--- src/core/ewp_defines.svh ---
// Timing counts and sequence codes for the EEPROM write controller
`ifndef EWP_DEFINES_SVH
`define EWP_DEFINES_SVH

// ==========================================================
// Clock and timing
// ==========================================================
`define EWP_CLK_NS        40
// Write strobe low width, ns (least)
`define EWP_T_WP_NS       100
`define EWP_WP_CYC        ((`EWP_T_WP_NS + `EWP_CLK_NS - 1) / `EWP_CLK_NS)
// Data setup before strobe rise, ns (least)
`define EWP_T_DS_NS       50
// Byte load cycle, us (longest)
`define EWP_T_BLC_US      30
`define EWP_BLC_CYC       ((`EWP_T_BLC_US * 1000) / `EWP_CLK_NS)
// Strobe high window that starts the internal write, us
`define EWP_T_BL_US       100
`define EWP_BL_CYC        ((`EWP_T_BL_US * 1000 + `EWP_CLK_NS - 1) / `EWP_CLK_NS)
// Hold-off reset kept high after the last byte, ms
`define EWP_T_WC_MS       10
`define EWP_WC_CYC        ((`EWP_T_WC_MS * 1000000 + `EWP_CLK_NS - 1) / `EWP_CLK_NS)

// ==========================================================
// Sequence codes
// ==========================================================
`define EWP_ADR_A         13'h1555
`define EWP_ADR_B         13'h0aaa
`define EWP_DAT_AA        8'haa
`define EWP_DAT_55        8'h55
`define EWP_DAT_80        8'h80
`define EWP_DAT_A0        8'ha0
`define EWP_DAT_20        8'h20

`endif

--- src/core/ewp_pkg.sv ---
// Types shared by the EEPROM write controller
package ewp_pkg;
   // ==========================================================
   // Command and state types
   // ==========================================================
   typedef enum logic [1:0] {
      EWP_CMD_WRITE  = 2'b00,   // Plain data byte
      EWP_CMD_LOCK   = 2'b01,   // Code only: enable protection
      EWP_CMD_UNLOCK = 2'b10    // Six-byte cancelling sequence
   } ewp_cmd_type;

   typedef enum logic [2:0] {
      EWP_IDLE   = 3'b000,
      EWP_SETUP  = 3'b001,
      EWP_STROBE = 3'b010,
      EWP_GAP    = 3'b011,
      EWP_WAIT   = 3'b100,
      EWP_HOLD   = 3'b101
   } ewp_state_type;
endpackage : ewp_pkg

--- src/core/ewp_host.sv ---
// Host-side controller that writes a parallel EEPROM and keeps it write-protected
//
// Summary of operation
// - Idle pins: select high, output-enable low, strobe high
// - Hold-off reset follows host reset directly
// - Hold-off stays high 10 ms after last byte
// - Protected mode: code precedes every data write
// - Six-byte sequence cancels protection
// - Address at strobe fall, data at rise
// - Bytes within 30 us; 100 us high commits
`timescale 1ns/100ps
`include "ewp_defines.svh"

module ewp_host (
   input  wire logic                sys_clk,        // 25 MHz clock
   input  wire logic                rst,            // Synchronous reset, active high
   input  wire logic                clk_en,         // Freezes all state while low
   input  wire logic                req_valid,      // Request strobe
   input  wire ewp_pkg::ewp_cmd_type req_cmd,       // Kind of request
   input  wire logic [12:0]         req_addr,       // Byte address for plain writes
   input  wire logic [7:0]          req_data,       // Byte data for plain writes
   output logic                     req_ready,      // Controller can take a request
   output logic                     busy,           // Sequence or internal write running
   output logic                     write_lock_mode,// Host view of protection state
   input  wire logic                abort_req,      // Drops hold-off, only while the controller is idle
   output logic [12:0]              mem_addr,       // Address pins
   output logic [7:0]               mem_dq_out,     // Data pins out
   output logic                     mem_dq_oe_n,    // Data pin enable, low drives
   output logic                     mem_cs_n,       // Chip select
   output logic                     mem_oe_n,       // Output enable
   output logic                     mem_we_n,       // Write strobe
   output logic                     hold_off_n      // Hold-off reset pin
);
   // ==========================================================
   // Declarations
   // ==========================================================
   ewp_pkg::ewp_state_type state, next_state;   // Sequencer state
   ewp_pkg::ewp_cmd_type   cmd;                 // Command in progress
   logic [2:0]   idx;                           // Byte within sequence
   logic [2:0]   last_idx;                      // Index of final byte
   logic [12:0]  usr_addr;                      // Latched user address
   logic [7:0]   usr_data;                      // Latched user data
   logic [18:0]  cnt;                           // Cycle counter, holds up to 10 ms
   logic         lock_seen;                     // Protection believed on
   logic         abort_s1, abort_s2;            // Abort input synchroniser
   logic [12:0]  seq_addr;                      // Address of current byte
   logic [7:0]   seq_data;                      // Data of current byte
   logic         cnt_done;                      // Counter reached its target
   logic [18:0]  cnt_goal;                      // Target for the current state

   // ==========================================================
   // Byte table
   // ==========================================================
   // Code and cancel sequence bytes
   wire          is_unlock = (cmd == ewp_pkg::EWP_CMD_UNLOCK);
   wire          use_code  = lock_seen || (cmd == ewp_pkg::EWP_CMD_LOCK);
   wire          tbl_b     = (idx == 3'd1) || (idx == 3'd4);
   wire [7:0]    tbl_unl   = (idx == 3'd2) ? `EWP_DAT_80 :
                             (idx == 3'd5) ? `EWP_DAT_20 :
                             ((idx == 3'd1) || (idx == 3'd4)) ? `EWP_DAT_55 : `EWP_DAT_AA;
   wire [7:0]    tbl_code  = (idx == 3'd1) ? `EWP_DAT_55 :
                             (idx == 3'd2) ? `EWP_DAT_A0 : `EWP_DAT_AA;
   wire          user_byte = !is_unlock && (idx == last_idx) && (cmd == ewp_pkg::EWP_CMD_WRITE);
   assign seq_addr = user_byte ? usr_addr : (tbl_b ? `EWP_ADR_B : `EWP_ADR_A);
   assign seq_data = user_byte ? usr_data : (is_unlock ? tbl_unl : tbl_code);
   assign cnt_done = (cnt >= cnt_goal);
   assign cnt_goal = (state == ewp_pkg::EWP_STROBE) ? 19'(`EWP_WP_CYC) :
                     (state == ewp_pkg::EWP_WAIT) ? 19'(`EWP_BL_CYC) :
                     (state == ewp_pkg::EWP_HOLD) ? 19'(`EWP_WC_CYC) : 19'd1;

   // ==========================================================
   // Next state
   // ==========================================================
   always_comb begin
      next_state = state;
      case (state)
         ewp_pkg::EWP_IDLE: begin
            if (req_valid) begin
               next_state = ewp_pkg::EWP_SETUP;
            end
         end
         // Address and data settle one cycle before the strobe falls
         // Two cycles: pins load in the first, strobe falls after the second
         ewp_pkg::EWP_SETUP: begin
            if (cnt_done) begin
               next_state = ewp_pkg::EWP_STROBE;
            end
         end
         ewp_pkg::EWP_STROBE: begin
            if (cnt_done) begin
               next_state = (idx == last_idx) ? ewp_pkg::EWP_WAIT : ewp_pkg::EWP_GAP;
            end
         end
         // Next byte starts well inside 30 us
         ewp_pkg::EWP_GAP:    next_state = ewp_pkg::EWP_SETUP;
         ewp_pkg::EWP_WAIT: begin
            if (cnt_done) begin
               next_state = ewp_pkg::EWP_HOLD;
            end
         end
         ewp_pkg::EWP_HOLD: begin
            if (cnt_done) begin
               next_state = ewp_pkg::EWP_IDLE;
            end
         end
         default: next_state = ewp_pkg::EWP_IDLE;
      endcase
   end

   // ==========================================================
   // Sequencer registers
   // ==========================================================
   // Abort comes from outside logic, so it passes two flip-flops
   always_ff @(posedge sys_clk) begin
      if (rst) begin
         abort_s1 <= 1'b0;
         abort_s2 <= 1'b0;
      end else if (clk_en) begin
         abort_s1 <= abort_req;
         abort_s2 <= abort_s1;
      end
   end

   always_ff @(posedge sys_clk) begin
      if (rst) begin
         state <= ewp_pkg::EWP_IDLE;
         cnt   <= 19'd0;
      end else if (clk_en) begin
         state <= next_state;
         cnt   <= (next_state != state) ? 19'd0 : cnt + 19'd1;
      end
   end

   // Request capture; index advances once per byte
   always_ff @(posedge sys_clk) begin
      if (rst) begin
         cmd      <= ewp_pkg::EWP_CMD_WRITE;
         usr_addr <= 13'h0000;
         usr_data <= 8'h00;
         idx      <= 3'd0;
         last_idx <= 3'd0;
      end else if (clk_en) begin
         if (state == ewp_pkg::EWP_IDLE && req_valid) begin
            cmd      <= req_cmd;
            usr_addr <= req_addr;
            usr_data <= req_data;
            idx      <= 3'd0;
            // Lock is the bare three-byte code
            last_idx <= (req_cmd == ewp_pkg::EWP_CMD_UNLOCK) ? 3'd5 :
                        (req_cmd == ewp_pkg::EWP_CMD_LOCK) ? 3'd2 :
                        (lock_seen ? 3'd3 : 3'd0);
         end else if (state == ewp_pkg::EWP_GAP) begin
            idx <= idx + 3'd1;
         end
      end
   end

   always_ff @(posedge sys_clk) begin
      if (rst) begin
         lock_seen <= 1'b0;
      end else if (clk_en && state == ewp_pkg::EWP_WAIT && cnt_done) begin
         lock_seen <= use_code && !is_unlock;
      end
   end

   // ==========================================================
   // Pin drive
   // ==========================================================
   // Address before fall, data stable to rise
   always_ff @(posedge sys_clk) begin
      if (rst) begin
         mem_addr   <= 13'h0000;
         mem_dq_out <= 8'h00;
      end else if (clk_en && state == ewp_pkg::EWP_SETUP && !cnt_done) begin
         mem_addr   <= seq_addr;
         mem_dq_out <= seq_data;
      end
   end

   wire in_byte = (state == ewp_pkg::EWP_STROBE);
   // Data stays driven one cycle past the last strobe rise, so the rising
   // edge never meets a released bus
   wire in_tail = (state == ewp_pkg::EWP_WAIT) && (cnt == 19'd0);
   wire driving = (state == ewp_pkg::EWP_SETUP) || in_byte || (state == ewp_pkg::EWP_GAP)
                  || in_tail;
   // Idle keeps select high and output-enable low
   assign mem_cs_n    = !in_byte;
   assign mem_we_n    = !in_byte;
   // Output enable must be high while writing, or the device refuses to program
   assign mem_oe_n    = driving;
   assign mem_dq_oe_n = !driving;
   // Abort is ignored while hold-off guard runs
   assign hold_off_n  = !rst && !(abort_s2 && state == ewp_pkg::EWP_IDLE);
   assign req_ready   = (state == ewp_pkg::EWP_IDLE) && !rst;
   assign busy        = (state != ewp_pkg::EWP_IDLE);
   assign write_lock_mode = lock_seen;

   // ==========================================================
   // Checks
   // ==========================================================
   AST_IDLE_SAFE: assert property (@(posedge sys_clk) disable iff (rst)
      (state == ewp_pkg::EWP_IDLE) |-> (mem_cs_n && mem_we_n))
      else $error("Device not held unprogrammable while idle");
   AST_HOLD_HIGH: assert property (@(posedge sys_clk) disable iff (rst)
      (state == ewp_pkg::EWP_HOLD) |-> hold_off_n)
      else $error("Hold-off dropped during internal write");
   AST_STROBE_W: assert property (@(posedge sys_clk) disable iff (rst || !clk_en)
      $fell(mem_we_n) |-> !mem_we_n [*3])
      else $error("Write strobe pulse too short");
   AST_ADDR_STABLE: assert property (@(posedge sys_clk) disable iff (rst)
      (!mem_we_n && $past(!mem_we_n)) |-> $stable(mem_addr) && $stable(mem_dq_out))
      else $error("Address or data moved inside strobe");
   AST_GAP_SHORT: assert property (@(posedge sys_clk) disable iff (rst || !clk_en)
      (state == ewp_pkg::EWP_GAP) |-> ##3 !mem_we_n)
      else $error("Next byte late inside page load");
   AST_UNLOCK_CLR: assert property (@(posedge sys_clk) disable iff (rst)
      (clk_en && state == ewp_pkg::EWP_WAIT && cnt_done && is_unlock) |=> !write_lock_mode)
      else $error("Cancel did not clear protection");
   AST_LOCK_SET: assert property (@(posedge sys_clk) disable iff (rst)
      (clk_en && state == ewp_pkg::EWP_WAIT && cnt_done && cmd == ewp_pkg::EWP_CMD_LOCK)
      |=> write_lock_mode)
      else $error("Code did not set protection");
   AST_CODE_FIRST: assert property (@(posedge sys_clk) disable iff (rst)
      (state == ewp_pkg::EWP_SETUP && lock_seen && !is_unlock && idx == 3'd0)
      |-> (seq_addr == `EWP_ADR_A && seq_data == `EWP_DAT_AA))
      else $error("Protected write not led by code");
endmodule : ewp_host

--- config.mk ---
export PLATFORM = sky130hd
export DESIGN_NAME = ewp_host
export DESIGN_NICKNAME = d
export VERILOG_FILES = /design/src/core/ewp_pkg.sv /design/src/core/ewp_host.sv
export VERILOG_INCLUDE_DIRS = /design/src /design/src/core
export SDC_FILE = /design/constraint.sdc
export NUM_CORES = 1
export LEC_CHECK = 0
export BUFFER_PORTS_ARGS = -buffer_cell sky130_fd_sc_hd__buf_2
export CAP_MARGIN = 25
export CORE_MARGIN = 2
export CORE_UTILIZATION = 57
export DETAILED_ROUTE_END_ITERATION = 16
export GPL_ROUTABILITY_DRIVEN = 0
export PLACE_DENSITY = 0.8
export REMOVE_ABC_BUFFERS = 1
export SYNTH_ARGS = -nofsm -noshare
export SYNTH_HDL_FRONTEND = slang
export SYNTH_SLANG_ARGS = --single-unit
--- constraint.sdc ---
create_clock -name sys_clk -period 3.1 [get_ports sys_clk]
set_input_delay 0 -clock sys_clk [delete_from_list [all_inputs] [get_ports sys_clk]]
set_output_delay 0 -clock sys_clk [all_outputs]
set_load 0.1 [all_outputs]
# After elaboration in Yosys (flattened, before gate mapping)
# Cells that the tools add are included.
dict set report op_classes {
  n_addsub 2
  n_lt_le_gt_ge 1
  eq_ne 15
  mux 25
  n_reduce_logical 30
}
# op n
set ops {}
lappend ops {{2-to-1 mux 18 bit} 3}
lappend ops {{2-to-1 mux 8 bit} 6}
lappend ops {{2-to-1 mux 3 bit} 9}
lappend ops {{2-to-1 mux 13 bit} 2}
lappend ops {{adder 19 x 1 -> 19 bit, second input constant} 1}
lappend ops {{>= comparator 19 bit} 1}
lappend ops {{logical NOT 19 bit} 1}
lappend ops {{2-to-1 mux 19 bit} 1}
lappend ops {{one-hot mux 3 bit (6 select lines)} 1}
lappend ops {{== test 3 bit, second input constant} 4}
lappend ops {{logical AND 1 bit} 12}
lappend ops {{== test 3 x 2 -> 1 bit, second input constant} 3}
lappend ops {{== test 3 x 1 -> 1 bit, second input constant} 2}
lappend ops {{logical NOT 1 bit} 6}
lappend ops {{logical OR 1 bit} 5}
lappend ops {{== test 2 x 1 -> 1 bit, second input constant} 2}
lappend ops {{== test 2 bit, second input constant} 2}
lappend ops {{2-to-1 mux 2 bit} 2}
lappend ops {{2-to-1 mux 4 bit} 1}
lappend ops {{AND reduction 2 bit} 2}
lappend ops {{adder 3 x 1 -> 3 bit, second input constant} 1}
lappend ops {{== test 3 bit} 1}
lappend ops {{logical NOT 3 bit} 1}
lappend ops {{inequality test 3 bit} 1}
lappend ops {{3 further kinds} 3}
dict set report totals {
  regBits 75
  in_bits 28
  out_inout_bits 29
}

# Longest topological paths before layout
# Gate-level depths: netlist (run 1).
dict set report logic_depth {
  ltp_word 9
  ltp_mapped 12
  mapped_depth_nobuf 9
}

# Worst setup path before layout (run 1)
# OpenSTA, ideal clock, no wires.
dict set report synth_path {
  path_type {register to output}
  start {register state[1]}
  end {output port mem_dq_oe_n}
  arrival_time_ns 4.230
  required_time_ns 3.100
  slack_ns -1.130
  path_stages_with_launch 5
  path_buffers 1
  path_cell_list {dfxtp_1 clkbuf_1 nor2_1 o21ai_0 inv_1}
}
dict set report synth_via {
  elab_chain_len 5
}
# item line
set synth_lines {}
lappend synth_lines {{start: declaration} ewp_host.sv:37} ;# ewp_pkg::ewp_state_type state, next_state;
lappend synth_lines {{start signal: assignment} ewp_host.sv:126} ;# state <= ewp_pkg::EWP_IDLE;
lappend synth_lines {{start signal: assignment} ewp_host.sv:129} ;# state <= next_state;
lappend synth_lines {{== test 3 x 1 -> 1 bit or == test 3 x 2 -> 1 bit (tied branches)} {ewp_host.sv:184, ewp_host.sv:180}}
lappend synth_lines {{logical OR 1 bit (2 in series)} ewp_host.sv:184} ;# wire driving = (state == ewp_pkg::EWP_SETUP) || in_byte || (state == ewp_pkg::EWP_GAP)
lappend synth_lines {{logical OR 1 bit (*)} ewp_host.sv:185} ;# || in_tail;
lappend synth_lines {{named net mem_oe_n} ewp_host.sv:30} ;# output logic mem_oe_n,
lappend synth_lines {{logical NOT 1 bit (*)} ewp_host.sv:191} ;# assign mem_dq_oe_n = !driving;
lappend synth_lines {{end: declaration} ewp_host.sv:28} ;# output logic mem_dq_oe_n,
# Mark *: on every way through the listed nets, which the timed path passes. The rest lies on a longest branch.

# Final worst setup path (run 1)
dict set report layout_path {
  start {register state[0]}
  end {register mem_addr[7]}
}
dict set report layout_via {
  elab_chain_len 7
}
# item line
set layout_lines {}
lappend layout_lines {{== test 3 bit} ewp_host.sv:69} ;# (state == ewp_pkg::EWP_HOLD) ? 19'(`EWP_WC_CYC) : 19'd1;
lappend layout_lines {{2-to-1 mux 18 bit} ewp_host.sv:69}
lappend layout_lines {{2-to-1 mux 18 bit} ewp_host.sv:68} ;# (state == ewp_pkg::EWP_WAIT) ? 19'(`EWP_BL_CYC) :
lappend layout_lines {{2-to-1 mux 18 bit} ewp_host.sv:67} ;# assign cnt_goal = (state == ewp_pkg::EWP_STROBE) ? 19'(`EWP_WP_CYC) :
lappend layout_lines {{>= comparator 19 bit} ewp_host.sv:66} ;# assign cnt_done = (cnt >= cnt_goal);
lappend layout_lines {{logical NOT 1 bit} ewp_host.sv:174} ;# end else if (clk_en && state == ewp_pkg::EWP_SETUP && !cnt_done) begin
lappend layout_lines {{logical AND 1 bit (*)} ewp_host.sv:174}
lappend layout_lines {{end signal: assignment} ewp_host.sv:175} ;# mem_addr <= seq_addr;
lappend layout_lines {{end: declaration} ewp_host.sv:26} ;# output logic [12:0] mem_addr,
# Mark *: on every way between the ends. The rest lies on a longest branch, timed or not.
# A chain may end at the register's enable or synchronous reset.

==> out/results.md, run 1 <==
| Item | This run |
|---|---|
| Number of enable-type register cells in the synthesized netlist | 0 |
| Max_slew headroom | 39.66% |
| Design Power | 2.472 mW |
| Final worst clock skew | 0.01238 ns |
| Residual DRC count | 0 |
| Leading post-synthesis cells by cell area | dfxtp_1, nand2_1, a21oi_1 |
| Post-Route Setup TNS | 0 ns |
| GR Util All Layers | 25.40% |
| Commonest cells in the synthesized netlist | nand2_1, dfxtp_1, nor2_1 |
| Detailed Routing Iterations Pass 1 | 4 |
| Number of placement rows | 29 |
| Cts bufs inserted | 9 |
| CTS max path bufs | 2 |
| Library cell with the highest instance count after synthesis | nand2_1 |
| Vias in the first global route | 3252 |
| Vias per std cell | 5.680 |
| Post-CTS clock slew at the launch and capture registers of the worst setup and hold paths | 0.08 ns |
| Ports placed on the boundary | 57 |
| Post-DRT Antenna Nets | 0 |
| Worst hold path startpoint | rst |
| Dpl cell area | 4041 sq um |
| TritonCTS clock tree | built |
| Worst Path Max Fanout | 33 |
| First-pass GRT wire length | 14.70 mm |
| Final Instance Area | 4497 sq um |
| Number of failing hold endpoints at the final stage | 0 |
| Area taken by flip-flops and latches | 1501 sq um |
| Unrepaired setup endpoints after global routing | false |
| Sequential element share of the synthesized area | 40.49% |
| Area growth syn-to-layout | 21.25% |
| Worst path required time | 3.38 ns |
| Worst Setup Start Kind | register |
| Largest area contributor in the synthesized netlist | dfxtp_1 |
| Fmax | 0.3474 GHz |
| Yosys warning count | 0 |
| Setup violators final | 0 |
| Type of the worst setup path | reg2reg |
| Horizontal die dimension | 84.66 microns |
| Multi-input gate area in the final layout | 2062 sq um |
| Most frequently used flop master after synthesis | dfxtp_1 |
| Run status | finished, final reports clean |
| Share of layout cells above drive strength 1 | 16.51% |
| H-tree depth reported by CTS | 3 |
| CTS sink count | 75 |
| Cell area power density | 549.8 nW/um^2 |
| Fin crit share | 92.87% |
| Data arrival, critical path | 3.15 ns |
| Port Buf Inserts | 56 |
| Via count | 3465 |
| Maximum number of pins on one net before global-route repair | 39 |
| Floorplan core area | 6314 sq um |
| Synth Cell Area | 3709 sq um |
| Capture point of the worst reg-to-reg path | mem_addr[7] |
| Final wirelength | 8.888 mm |
| Flop-to-flop setup slack | 0.22 ns |
| Flop and latch count out of synthesis | 75 |
| Hold-fix buffers, CTS | 24 |
| Fill cell total of the finished layout | 500 |
| Worst-margin pin slew | 0.9029 ns |
| R2R Path Start | state[0] |
| Maximum Capacitance Violations | 0 |
| Starting Density | 58.74% |
| Drt wl/cell | 14.57 microns |
| Post-synthesis area per instance | 8.169 sq um |
| Cells on Worst Hold Path | 2 |
| Area fraction of the dominant cell type after synthesis | 40.49% |
| Worst Hold End | abort_s2 |
| Detailed Route Iter0 Violations | 251 |
| Number of diodes added for antenna fixing | 0 |
| P_leak | 1.811 nW |
| Count of nets after finishing | 576 |
| Initial antenna violation count | 0 |
| Post-Syn Instances | 454 |
| Hold crit path type | in2reg |
| Count of cells resized by post-cts repair | 0 |
| Shortest clock period the worst path allows after layout | 2.879 ns |
| Clock root buffer master | clkbuf_8 |
| Area enclosed by the die boundary | 7167 sq um |
| Number of buffers inserted to repair setup after CTS | 0 |
| Total gr overflow | 0 |
| Depth of the worst register-to-register path | 9 |
| Endpoint type of the worst setup path | register |
| Count of unique library cells instantiated by Yosys | 51 |
| Worst-skew pair later-pin latency | 0.35 ns |
| Peak supply drop | 0.3233 mV |
| Fraction of registers with async set or reset after synthesis | 0% |
| Count of pins over their slew limit | 0 |
| Detailed Place HPWL | 5.850 mm |
| Vertical die dimension | 84.66 microns |
## sequential cells by signal, indices dropped and copies added (netlist names)
register and count:
usr_data 8, last_idx 3, idx 3, cnt 19, usr_addr 13, mem_addr 13
mem_dq_out 8, write_lock_mode 1, cmd 2, abort_s2 1, state 3, abort_s1 1
## placed cells by master, fill, tap and decap left out, drive strengths merged, types with 11 or more instances in the layout
cell | synthesis | final
or3 | 11 | 11
a21oi | 51 | 51
nor3 | 15 | 15
dfxtp | 75 | 75
ha | 19 | 19
nand3 | 14 | 14
nand2 | 77 | 77
nor2 | 54 | 54
inv | 13 | 13
dlygate4sd3 | 0 | 24
xor2 | 15 | 15
buf | 4 | 63
## logic make-up (layout without fill, tap and decap cells)
kind of cell / after synthesis / after routing / share of synthesized area, %
and+or+nand+nor: 206 / 206 / 26.62
AOI/OAI and AO/OA: 91 / 91 / 15.99
DFF: 75 / 75 / 40.49
buffers and inverters: 36 / 115 / 3.981
xor gates and xnor gates: 23 / 23 / 5.432
adders and majority gates: 19 / 19 / 6.410
muxes: 4 / 4 / 1.080
## worst max path at each step
stage / slack [ns] / end / from / cells after the start
after floorplan: -1.00 / mem_dq_oe_n / state[1] / 3
after global placement: 0.41 / mem_dq_out[6] / state[1] / 9
after detailed placement: 0.26 / mem_addr[7] / state[1] / 9
after CTS: 0.25 / mem_addr[7] / state[1] / 9
after global routing: 0.02 / mem_addr[7] / state[1] / 9
final: 0.22 / mem_addr[7] / state[0] / 9
## per-layer routing
layer  up-vias  part of all wire (%)  track usage (%)
met5         -                     0                0
li1       1733                     -                -
met3        25                   5.0            5.801
met2        96                    50            42.73
met4         0                   2.5            11.40
met1      1611                    43            30.97
## through the flow
step | std cells | hold WS, ns | util (%) | worst slack, ns
3_5_place_dp | 571 | 0.2488 | 64.01 | 0.2610
5_1_grt | 610 | 0.08035 | 71.22 | 0.02191
4_1_cts | 610 | 0.05765 | 71.22 | 0.2478
3_3_place_gp | 571 | 0.2401 | 64.01 | 0.4090
6_report | 610 | 0.06823 | 71.22 | 0.2211
2_1_floorplan | 431 | 0.06907 | - | -1.004
## layout make-up
cell class,instances,area share (%)
well taps,77,2.142
inverters,13,1.085
multi-input cells,343,45.85
repair buffers,87,12.74
flip-flops and latches,75,33.39
clock inverters,6,2.031
clock buffers,9,2.755
## where the power goes
part / total, mW / switching [mW] / leakage (nW) / internal, mW
logic: 0.616 / 0.452 / 1.09 / 0.164
clock network: 0.815 / 0.364 / 0.109 / 0.451
registers: 1.04 / 0.0341 / 0.608 / 1.01
## worst max-delay path, cell delays in order, from the launching register on
cell	delay, ns
dfxtp_1	0.44
nand3b_1	0.27
ha_1	0.37
a2111oi_0	0.47
o31ai_1	0.16
nand2_1	0.16
nand4_2	0.10
buf_4	0.27
or3_1	0.39
a21oi_1	0.17
Note: power is estimated with default switching activity, not from simulation.
==> run 2, diff against run 1 <==
--- a/config.mk
+++ b/config.mk
@@ -12,6 +12,7 @@
 export CORE_UTILIZATION = 57
 export DETAILED_ROUTE_END_ITERATION = 16
 export GPL_ROUTABILITY_DRIVEN = 0
+export GPL_TIMING_DRIVEN = 0
 export PLACE_DENSITY = 0.8
 export REMOVE_ABC_BUFFERS = 1
 export SYNTH_ARGS = -nofsm -noshare
==> out/results.md, run 2 (synthesis gave the netlist of run 1 again) <==
| Item | This run | Change |
|---|---|---|
| Maximum Capacitance Violations | 0 | unchanged |
| Port Buf Inserts | 56 | unchanged |
| Net load switching power | 0.8697 mW | was 0.8498 mW |
| Final wirelength | 9.261 mm | was 8.888 mm |
| TritonCTS clock tree | built | unchanged |
| Sequential Power Share | 43.5% | was 42.1% |
| Max_slew headroom | 44.28% | was 39.66% |
| Worst hold path startpoint | clk_en | was rst |
| Shortest clock period the worst path allows after layout | 2.941 ns | was 2.879 ns |
| Largest registers | cnt: 19 flops, mem_addr: 13 flops, usr_addr: 13 flops | unchanged |
| Detailed Routing Iterations Pass 1 | 5 | was 4 |
| Depth of the worst register-to-register path | 9 | unchanged |
| Commonest cells after routing, fill and taps aside | nand2_1, dfxtp_1, buf_2, nor2_1, a21oi_1 | unchanged |
| Initial antenna violation count | 0 | unchanged |
| Horizontal die dimension | 84.66 microns | unchanged |
| Worst-margin pin slew | 0.8338 ns | was 0.9029 ns |
| Fin crit share | 94.86% | was 92.87% |
| Number of diodes added for antenna fixing | 0 | unchanged |
| Cts bufs inserted | 9 | unchanged |
| Worst path required time | 3.39 ns | was 3.38 ns |
| Hold crit path type | in2reg | unchanged |
| Data arrival, critical path | 3.23 ns | was 3.15 ns |
| Vias per std cell | 5.838 | was 5.680 |
| Cells on Worst Hold Path | 3 | was 2 |
| Area growth syn-to-layout | 22.44% | was 21.25% |
| Starting Density | 58.74% | unchanged |
| Number of placement rows | 29 | unchanged |
| Final worst clock skew | 0.01562 ns | was 0.01238 ns |
| Clk pwr share | 30.7% | was 33.0% |
| Ports placed on the boundary | 57 | unchanged |
| Vertical die dimension | 84.66 microns | unchanged |
| Final core utilization | 71.92% | was 71.22% |
| Switching portion of total power | 36.10% | was 34.37% |
| Maximum number of pins on one net before global-route repair | 61 | was 39 |
| R2R Path Start | state[2] | was state[0] |
| Cell area power density | 530.5 nW/um^2 | was 549.8 nW/um^2 |
| Detailed Route Iter0 Violations | 204 | was 251 |
| Via count | 3567 | was 3465 |
| Timing startpoint of the critical path | state[2] | was state[0] |
| Commonest non-fill, non-tap cell in the layout | nand2_1 | unchanged |
| Peak supply drop | 0.4142 mV | was 0.3233 mV |
| Residual DRC count | 0 | unchanged |
| Most flops, register | cnt | unchanged |
| Drt wl/cell | 15.16 microns | was 14.57 microns |
| Worst Hold End | state[2] | was abort_s2 |
| Capture point of the worst reg-to-reg path | mem_dq_out[0] | was mem_addr[7] |
| Cell Count, Final, Fillers Out | 611 | was 610 |
| Type of the worst setup path | reg2reg | unchanged |
| P_leak | 1.800 nW | was 1.811 nW |
| Fmax | 0.3401 GHz | was 0.3474 GHz |
| Detailed Place HPWL | 5.550 mm | was 5.850 mm |
| Number of failing hold endpoints at the final stage | 0 | unchanged |
| Setup violators final | 0 | unchanged |
| Vias in the first global route | 3208 | was 3252 |
| Worst-skew pair later-pin latency | 0.36 ns | was 0.35 ns |
| GR Util All Layers | 25.99% | was 25.40% |
| Placed cell count | 565 | was 571 |
| Flop-to-flop setup slack | 0.16 ns | was 0.22 ns |
| First-pass GRT wire length | 15.14 mm | was 14.70 mm |
| Post-CTS clock slew at the launch and capture registers of the worst setup and hold paths | 0.09 ns | was 0.08 ns |
| Run status | finished, final reports clean | unchanged |
| Combinational share of power | 25.8% | was 24.9% |
| Count of pins over their slew limit | 0 | unchanged |
| CTS max path bufs | 2 | unchanged |
| Number of flip-flops under the largest register name | 19 | unchanged |
| Endpoint type of the worst setup path | register | unchanged |
| Worst Setup Start Kind | register | unchanged |
| Internal power | 1.539 mW | was 1.623 mW |
| CTS sink count | 75 | unchanged |
| Count of nets after finishing | 577 | was 576 |
| H-tree depth reported by CTS | 3 | unchanged |
| Floorplan core area | 6314 sq um | unchanged |
| Unrepaired setup endpoints after global routing | true | was false |
| Worst Path Max Fanout | 13 | was 33 |
| Share of layout cells above drive strength 1 | 17.60% | was 16.51% |
| Post-DRT Antenna Nets | 0 | unchanged |
| Total gr overflow | 0 | unchanged |
| Clock root buffer master | clkbuf_8 | unchanged |
| Area enclosed by the die boundary | 7167 sq um | unchanged |
==> run 2: cell count changes in the layout (fill, tap and decap cells not counted), sizes merged <==
cell / previous run / this run
bufinv: 2 / 1
inv: 13 / 14
clkinv: 4 / 1
dlygate4sd3: 24 / 25
nand4: 7 / 8
clkinvlp: 0 / 3
buf: 63 / 62
==> run 2: power groups by stage <==
| stage | clock network [mW] | registers, mW | logic (mW) |
|---|---|---|---|
| after floorplan | 0 | 1.15 | 0.338 |
| after global placement | 0 | 1.06 | 0.557 |
| after detailed placement | 0 | 1.07 | 0.568 |
| after CTS | 0.746 | 1.04 | 0.605 |
| after global routing | 0.784 | 1.05 | 0.673 |
| final | 0.739 | 1.05 | 0.622 |
==> run 2: area by class of cell <==
type,count,area [sq um]
multi-input combinational,344,2105
fill,485,1773
sequential,75,1505
timing repair buffer,87,595.6
clock buffer,9,123.9
tap,77,96.34
clock inverter,6,66.31
inverter,13,48.80
==> run 2: critical path, cell delays in order, from the launching register on <==
cell and delay (ns):
dfxtp_2 0.49, nand3b_1 0.21, ha_1 0.38, a2111oi_4 0.32
nor3_2 0.10, a2111oi_4 0.31, buf_4 0.21, nand4_4 0.22
or3_1 0.46, a21oi_1 0.18
==> run 2: what timing repair did <==
item                                   CTS  global route
setup endpoints to repair               21            41
hold buffers                            24             1
pin swaps                                1             1
setup buffers                            0             4
resized for setup                        4             5
endpoints found under the hold margin   24             4
cloned                                   1             0
==> run 2: stage by stage <==
step                      TNS [ns]  power (mW)  cell area (sq um)  hold WS, ns  setup slack (ns)
after CTS                        0       2.395               4461      0.04916           0.04239
after detailed placement    -7.624       1.634               4004       0.2477           -0.4702
after global placement      -5.223       1.620               3986       0.2398           -0.3480
final                            0       2.409               4541      0.06485            0.1593
after floorplan             -25.38       1.488               3610      0.06907            -1.004
after global routing      -0.04439       2.509               4541      0.09234          -0.03571
==> run 2: worst max path at each step <==
stage	to	slack, ns
global route	mem_dq_out[0]	-0.04
finish	mem_dq_out[0]	0.16
floorplan	mem_dq_oe_n	-1.00
global placement	mem_addr[9]	-0.35
detailed placement	mem_addr[9]	-0.47
CTS	mem_dq_out[0]	0.04
==> run 2: per-layer routing <==
| metal | global-route usage, % | vias to the layer above | share of wire, % |
|---|---|---|---|
| li1 | - | 1746 | - |
| met1 | 33.13 | 1675 | 42 |
| met2 | 43.52 | 119 | 51 |
| met3 | 4.130 | 27 | 4.9 |
| met4 | 11.26 | 0 | 2.7 |
| met5 | 0 | - | 0 |
==> run 3, diff against run 2 <==
==> constraint.sdc (replaced) <==
create_clock -name sys_clk -period 3.1 [get_ports sys_clk]
set_input_delay 0.465 -clock sys_clk [delete_from_list [all_inputs] [get_ports sys_clk]]
set_output_delay 0.465 -clock sys_clk [all_outputs]
set_load 0.1 [all_outputs]
==> out/results.md, run 3 (synthesis gave the netlist of run 1 again) <==
| Item | This run | Change |
|---|---|---|
| Residual DRC count | 0 | unchanged |
| Clock root buffer master | clkbuf_8 | unchanged |
| CTS sink count | 75 | unchanged |
| Fill cell total of the finished layout | 536 | was 485 |
| Via count | 3417 | was 3567 |
| Commonest non-fill, non-tap cell in the layout | nand2_1 | unchanged |
| Commonest cells after routing, fill and taps aside | nand2_1, dfxtp_1, buf_2, nor2_1, a21oi_1 | unchanged |
| Area enclosed by the die boundary | 7167 sq um | unchanged |
| Vias per std cell | 5.831 | was 5.838 |
| Post-DRT Antenna Nets | 0 | unchanged |
| Endpoint type of the worst setup path | register | unchanged |
| Vertical die dimension | 84.66 microns | unchanged |
| Initial antenna violation count | 0 | unchanged |
| Most flops, register | cnt | unchanged |
| Vias in the first global route | 3092 | was 3208 |
| Maximum Capacitance Violations | 0 | unchanged |
| R2R Path Start | state[2] | unchanged |
| Detailed Place HPWL | 5.550 mm | unchanged |
| Worst-skew pair later-pin latency | 0.36 ns | about the same |
| Run status | finished, final reports clean | unchanged |
| Floorplan core area | 6314 sq um | unchanged |
| First-pass GRT wire length | 14.42 mm | was 15.14 mm |
| Capture point of the worst reg-to-reg path | mem_dq_out[0] | unchanged |
| P_leak | 1.696 nW | was 1.800 nW |
| Largest registers | cnt: 19 flops, mem_addr: 13 flops, usr_addr: 13 flops | unchanged |
| Detailed Route Iter0 Violations | 234 | was 204 |
| CTS max path bufs | 2 | unchanged |
| Hold crit path type | in2reg | unchanged |
| Type of the worst setup path | reg2reg | unchanged |
| Post-Route Setup TNS | 0 ns | unchanged |
| Worst-margin pin slew | 0.8438 ns | was 0.8338 ns |
| Ports placed on the boundary | 57 | unchanged |
| Design Power | 2.384 mW | was 2.409 mW |
| Shortest clock period the worst path allows after layout | 2.950 ns | was 2.941 ns |
| Longest individual stage delay on the worst path | 0.49 ns | about the same |
| Cells on Worst Hold Path | 3 | unchanged |
| Worst hold slack | 0.3371 ns | was 0.06485 ns |
| Drt wl/cell | 14.91 microns | was 15.16 microns |
| Share of layout cells above drive strength 1 | 18.47% | was 17.60% |
| Cell area power density | 555.8 nW/um^2 | was 530.5 nW/um^2 |
| Area growth syn-to-layout | 15.69% | was 22.44% |
| Slowest cell on the critical path | dfxtp_2 | unchanged |
| H-tree depth reported by CTS | 3 | unchanged |
| Cts bufs inserted | 9 | unchanged |
| Crit-path cells | nand3b_1, ha_1, a2111oi_4, nor3_2, a2111oi_4, buf_4, nand4_4, or3_1, a21oi_1 | unchanged |
| Total gr overflow | 0 | unchanged |
| Worst hold path startpoint | req_data[2] | was clk_en |
| Depth of the worst register-to-register path | 9 | unchanged |
| Final Instance Area | 4290 sq um | was 4541 sq um |
| Timing startpoint of the critical path | state[2] | unchanged |
| Final worst clock skew | 0.01282 ns | was 0.01562 ns |
| Placement-stage worst setup slack | -0.4702 ns | unchanged |
| Fmax | 0.3389 GHz | was 0.3401 GHz |
| Most used cell, CP | a2111oi_4 | unchanged |
| Worst path required time | 3.38 ns | was 3.39 ns |
| Dpl cell area | 4004 sq um | unchanged |
| Worst Setup Start Kind | register | unchanged |
| Max_slew headroom | 43.61% | was 44.28% |
| Post-CTS clock slew at the launch and capture registers of the worst setup and hold paths | 0.09 ns | about the same |
| TritonCTS clock tree | built | unchanged |
| Number of diodes added for antenna fixing | 0 | unchanged |
| Count of nets after finishing | 552 | was 577 |
| Worst Path Max Fanout | 13 | unchanged |
| GR Util All Layers | 24.64% | was 25.99% |
| Detailed Routing Iterations Pass 1 | 5 | unchanged |
| Worst Hold End | usr_data[2] | was state[2] |
| Final wirelength | 8.735 mm | was 9.261 mm |
| Number of failing hold endpoints at the final stage | 0 | unchanged |
| Fin crit share | 95.17% | was 94.86% |
| Setup ws final | 0.1496 ns | was 0.1593 ns |
| Setup violators final | 0 | unchanged |
| Unrepaired setup endpoints after global routing | true | unchanged |
| Starting Density | 58.74% | unchanged |
| Port Buf Inserts | 56 | unchanged |
| Count of pins over their slew limit | 0 | unchanged |
| Maximum number of pins on one net before global-route repair | 61 | unchanged |
| Number of flip-flops under the largest register name | 19 | unchanged |
| Number of placement rows | 29 | unchanged |
| Horizontal die dimension | 84.66 microns | unchanged |
| Peak supply drop | 0.4026 mV | was 0.4142 mV |
| Data arrival, critical path | 3.23 ns | about the same |
| Flop-to-flop setup slack | 0.15 ns | was 0.16 ns |
==> run 3: stage by stage <==
| step | std cells | utilization [%] |
|---|---|---|
| 3_3_place_gp | 564 | 63.14 |
| 3_5_place_dp | 565 | 63.42 |
| 2_1_floorplan | 431 | - |
| 6_report | 586 | 67.95 |
| 5_1_grt | 586 | 67.95 |
| 4_1_cts | 581 | 66.85 |
==> run 3: where the power goes <==
group	switching [mW]	internal [mW]
clock	0.373	0.368
combinational	0.454	0.143
sequential	0.0386	1.01
==> run 3: area by class of cell <==
| cell class | count | area (sq um) | share of cell area [%] |
|---|---|---|---|
| clock inverter | 6 | 66.31 | 1.546 |
| inverter | 13 | 48.80 | 1.137 |
| tap | 77 | 96.34 | 2.246 |
| sequential | 75 | 1505 | 35.08 |
| timing repair buffer | 62 | 345.3 | 8.049 |
| clock buffer | 9 | 123.9 | 2.887 |
| multi-input combinational | 344 | 2105 | 49.05 |
==> run 3: worst max-delay path by stage <==
stage,end
detailed placement,mem_addr[9]
global route,mem_dq_out[0]
floorplan,mem_dq_oe_n
finish,mem_dq_out[0]
global placement,mem_addr[9]
CTS,mem_dq_out[0]
==> run 3: worst max-delay path, delay by kind of cell (launching register included) <==
family	cells	cell delay, ns
buffers and inverters	1	0.21
flip-flops	1	0.49
adder cells (fa/ha/maj)	1	0.38
AND/OR/NAND/NOR	4	0.99
AO/OA/AOI/OAI	3	0.81
==> run 3: routing by layer <==
layer  routed length (microns)  up-vias  track usage (%)
li1                          -     1700                -
met1                      3854     1594            31.84
met2                      4285      106            40.44
met3                       433       17            4.720
met4                       162        0            10.10
met5                         0        -                0
==> run 3: repair_timing <==
action,4_1_cts,5_1_grt
endpoints found under the setup margin,21,41
hold buffers,0,0
gates cloned,1,0
resized for setup,4,5
pin swaps,1,1
buffers inserted,0,4
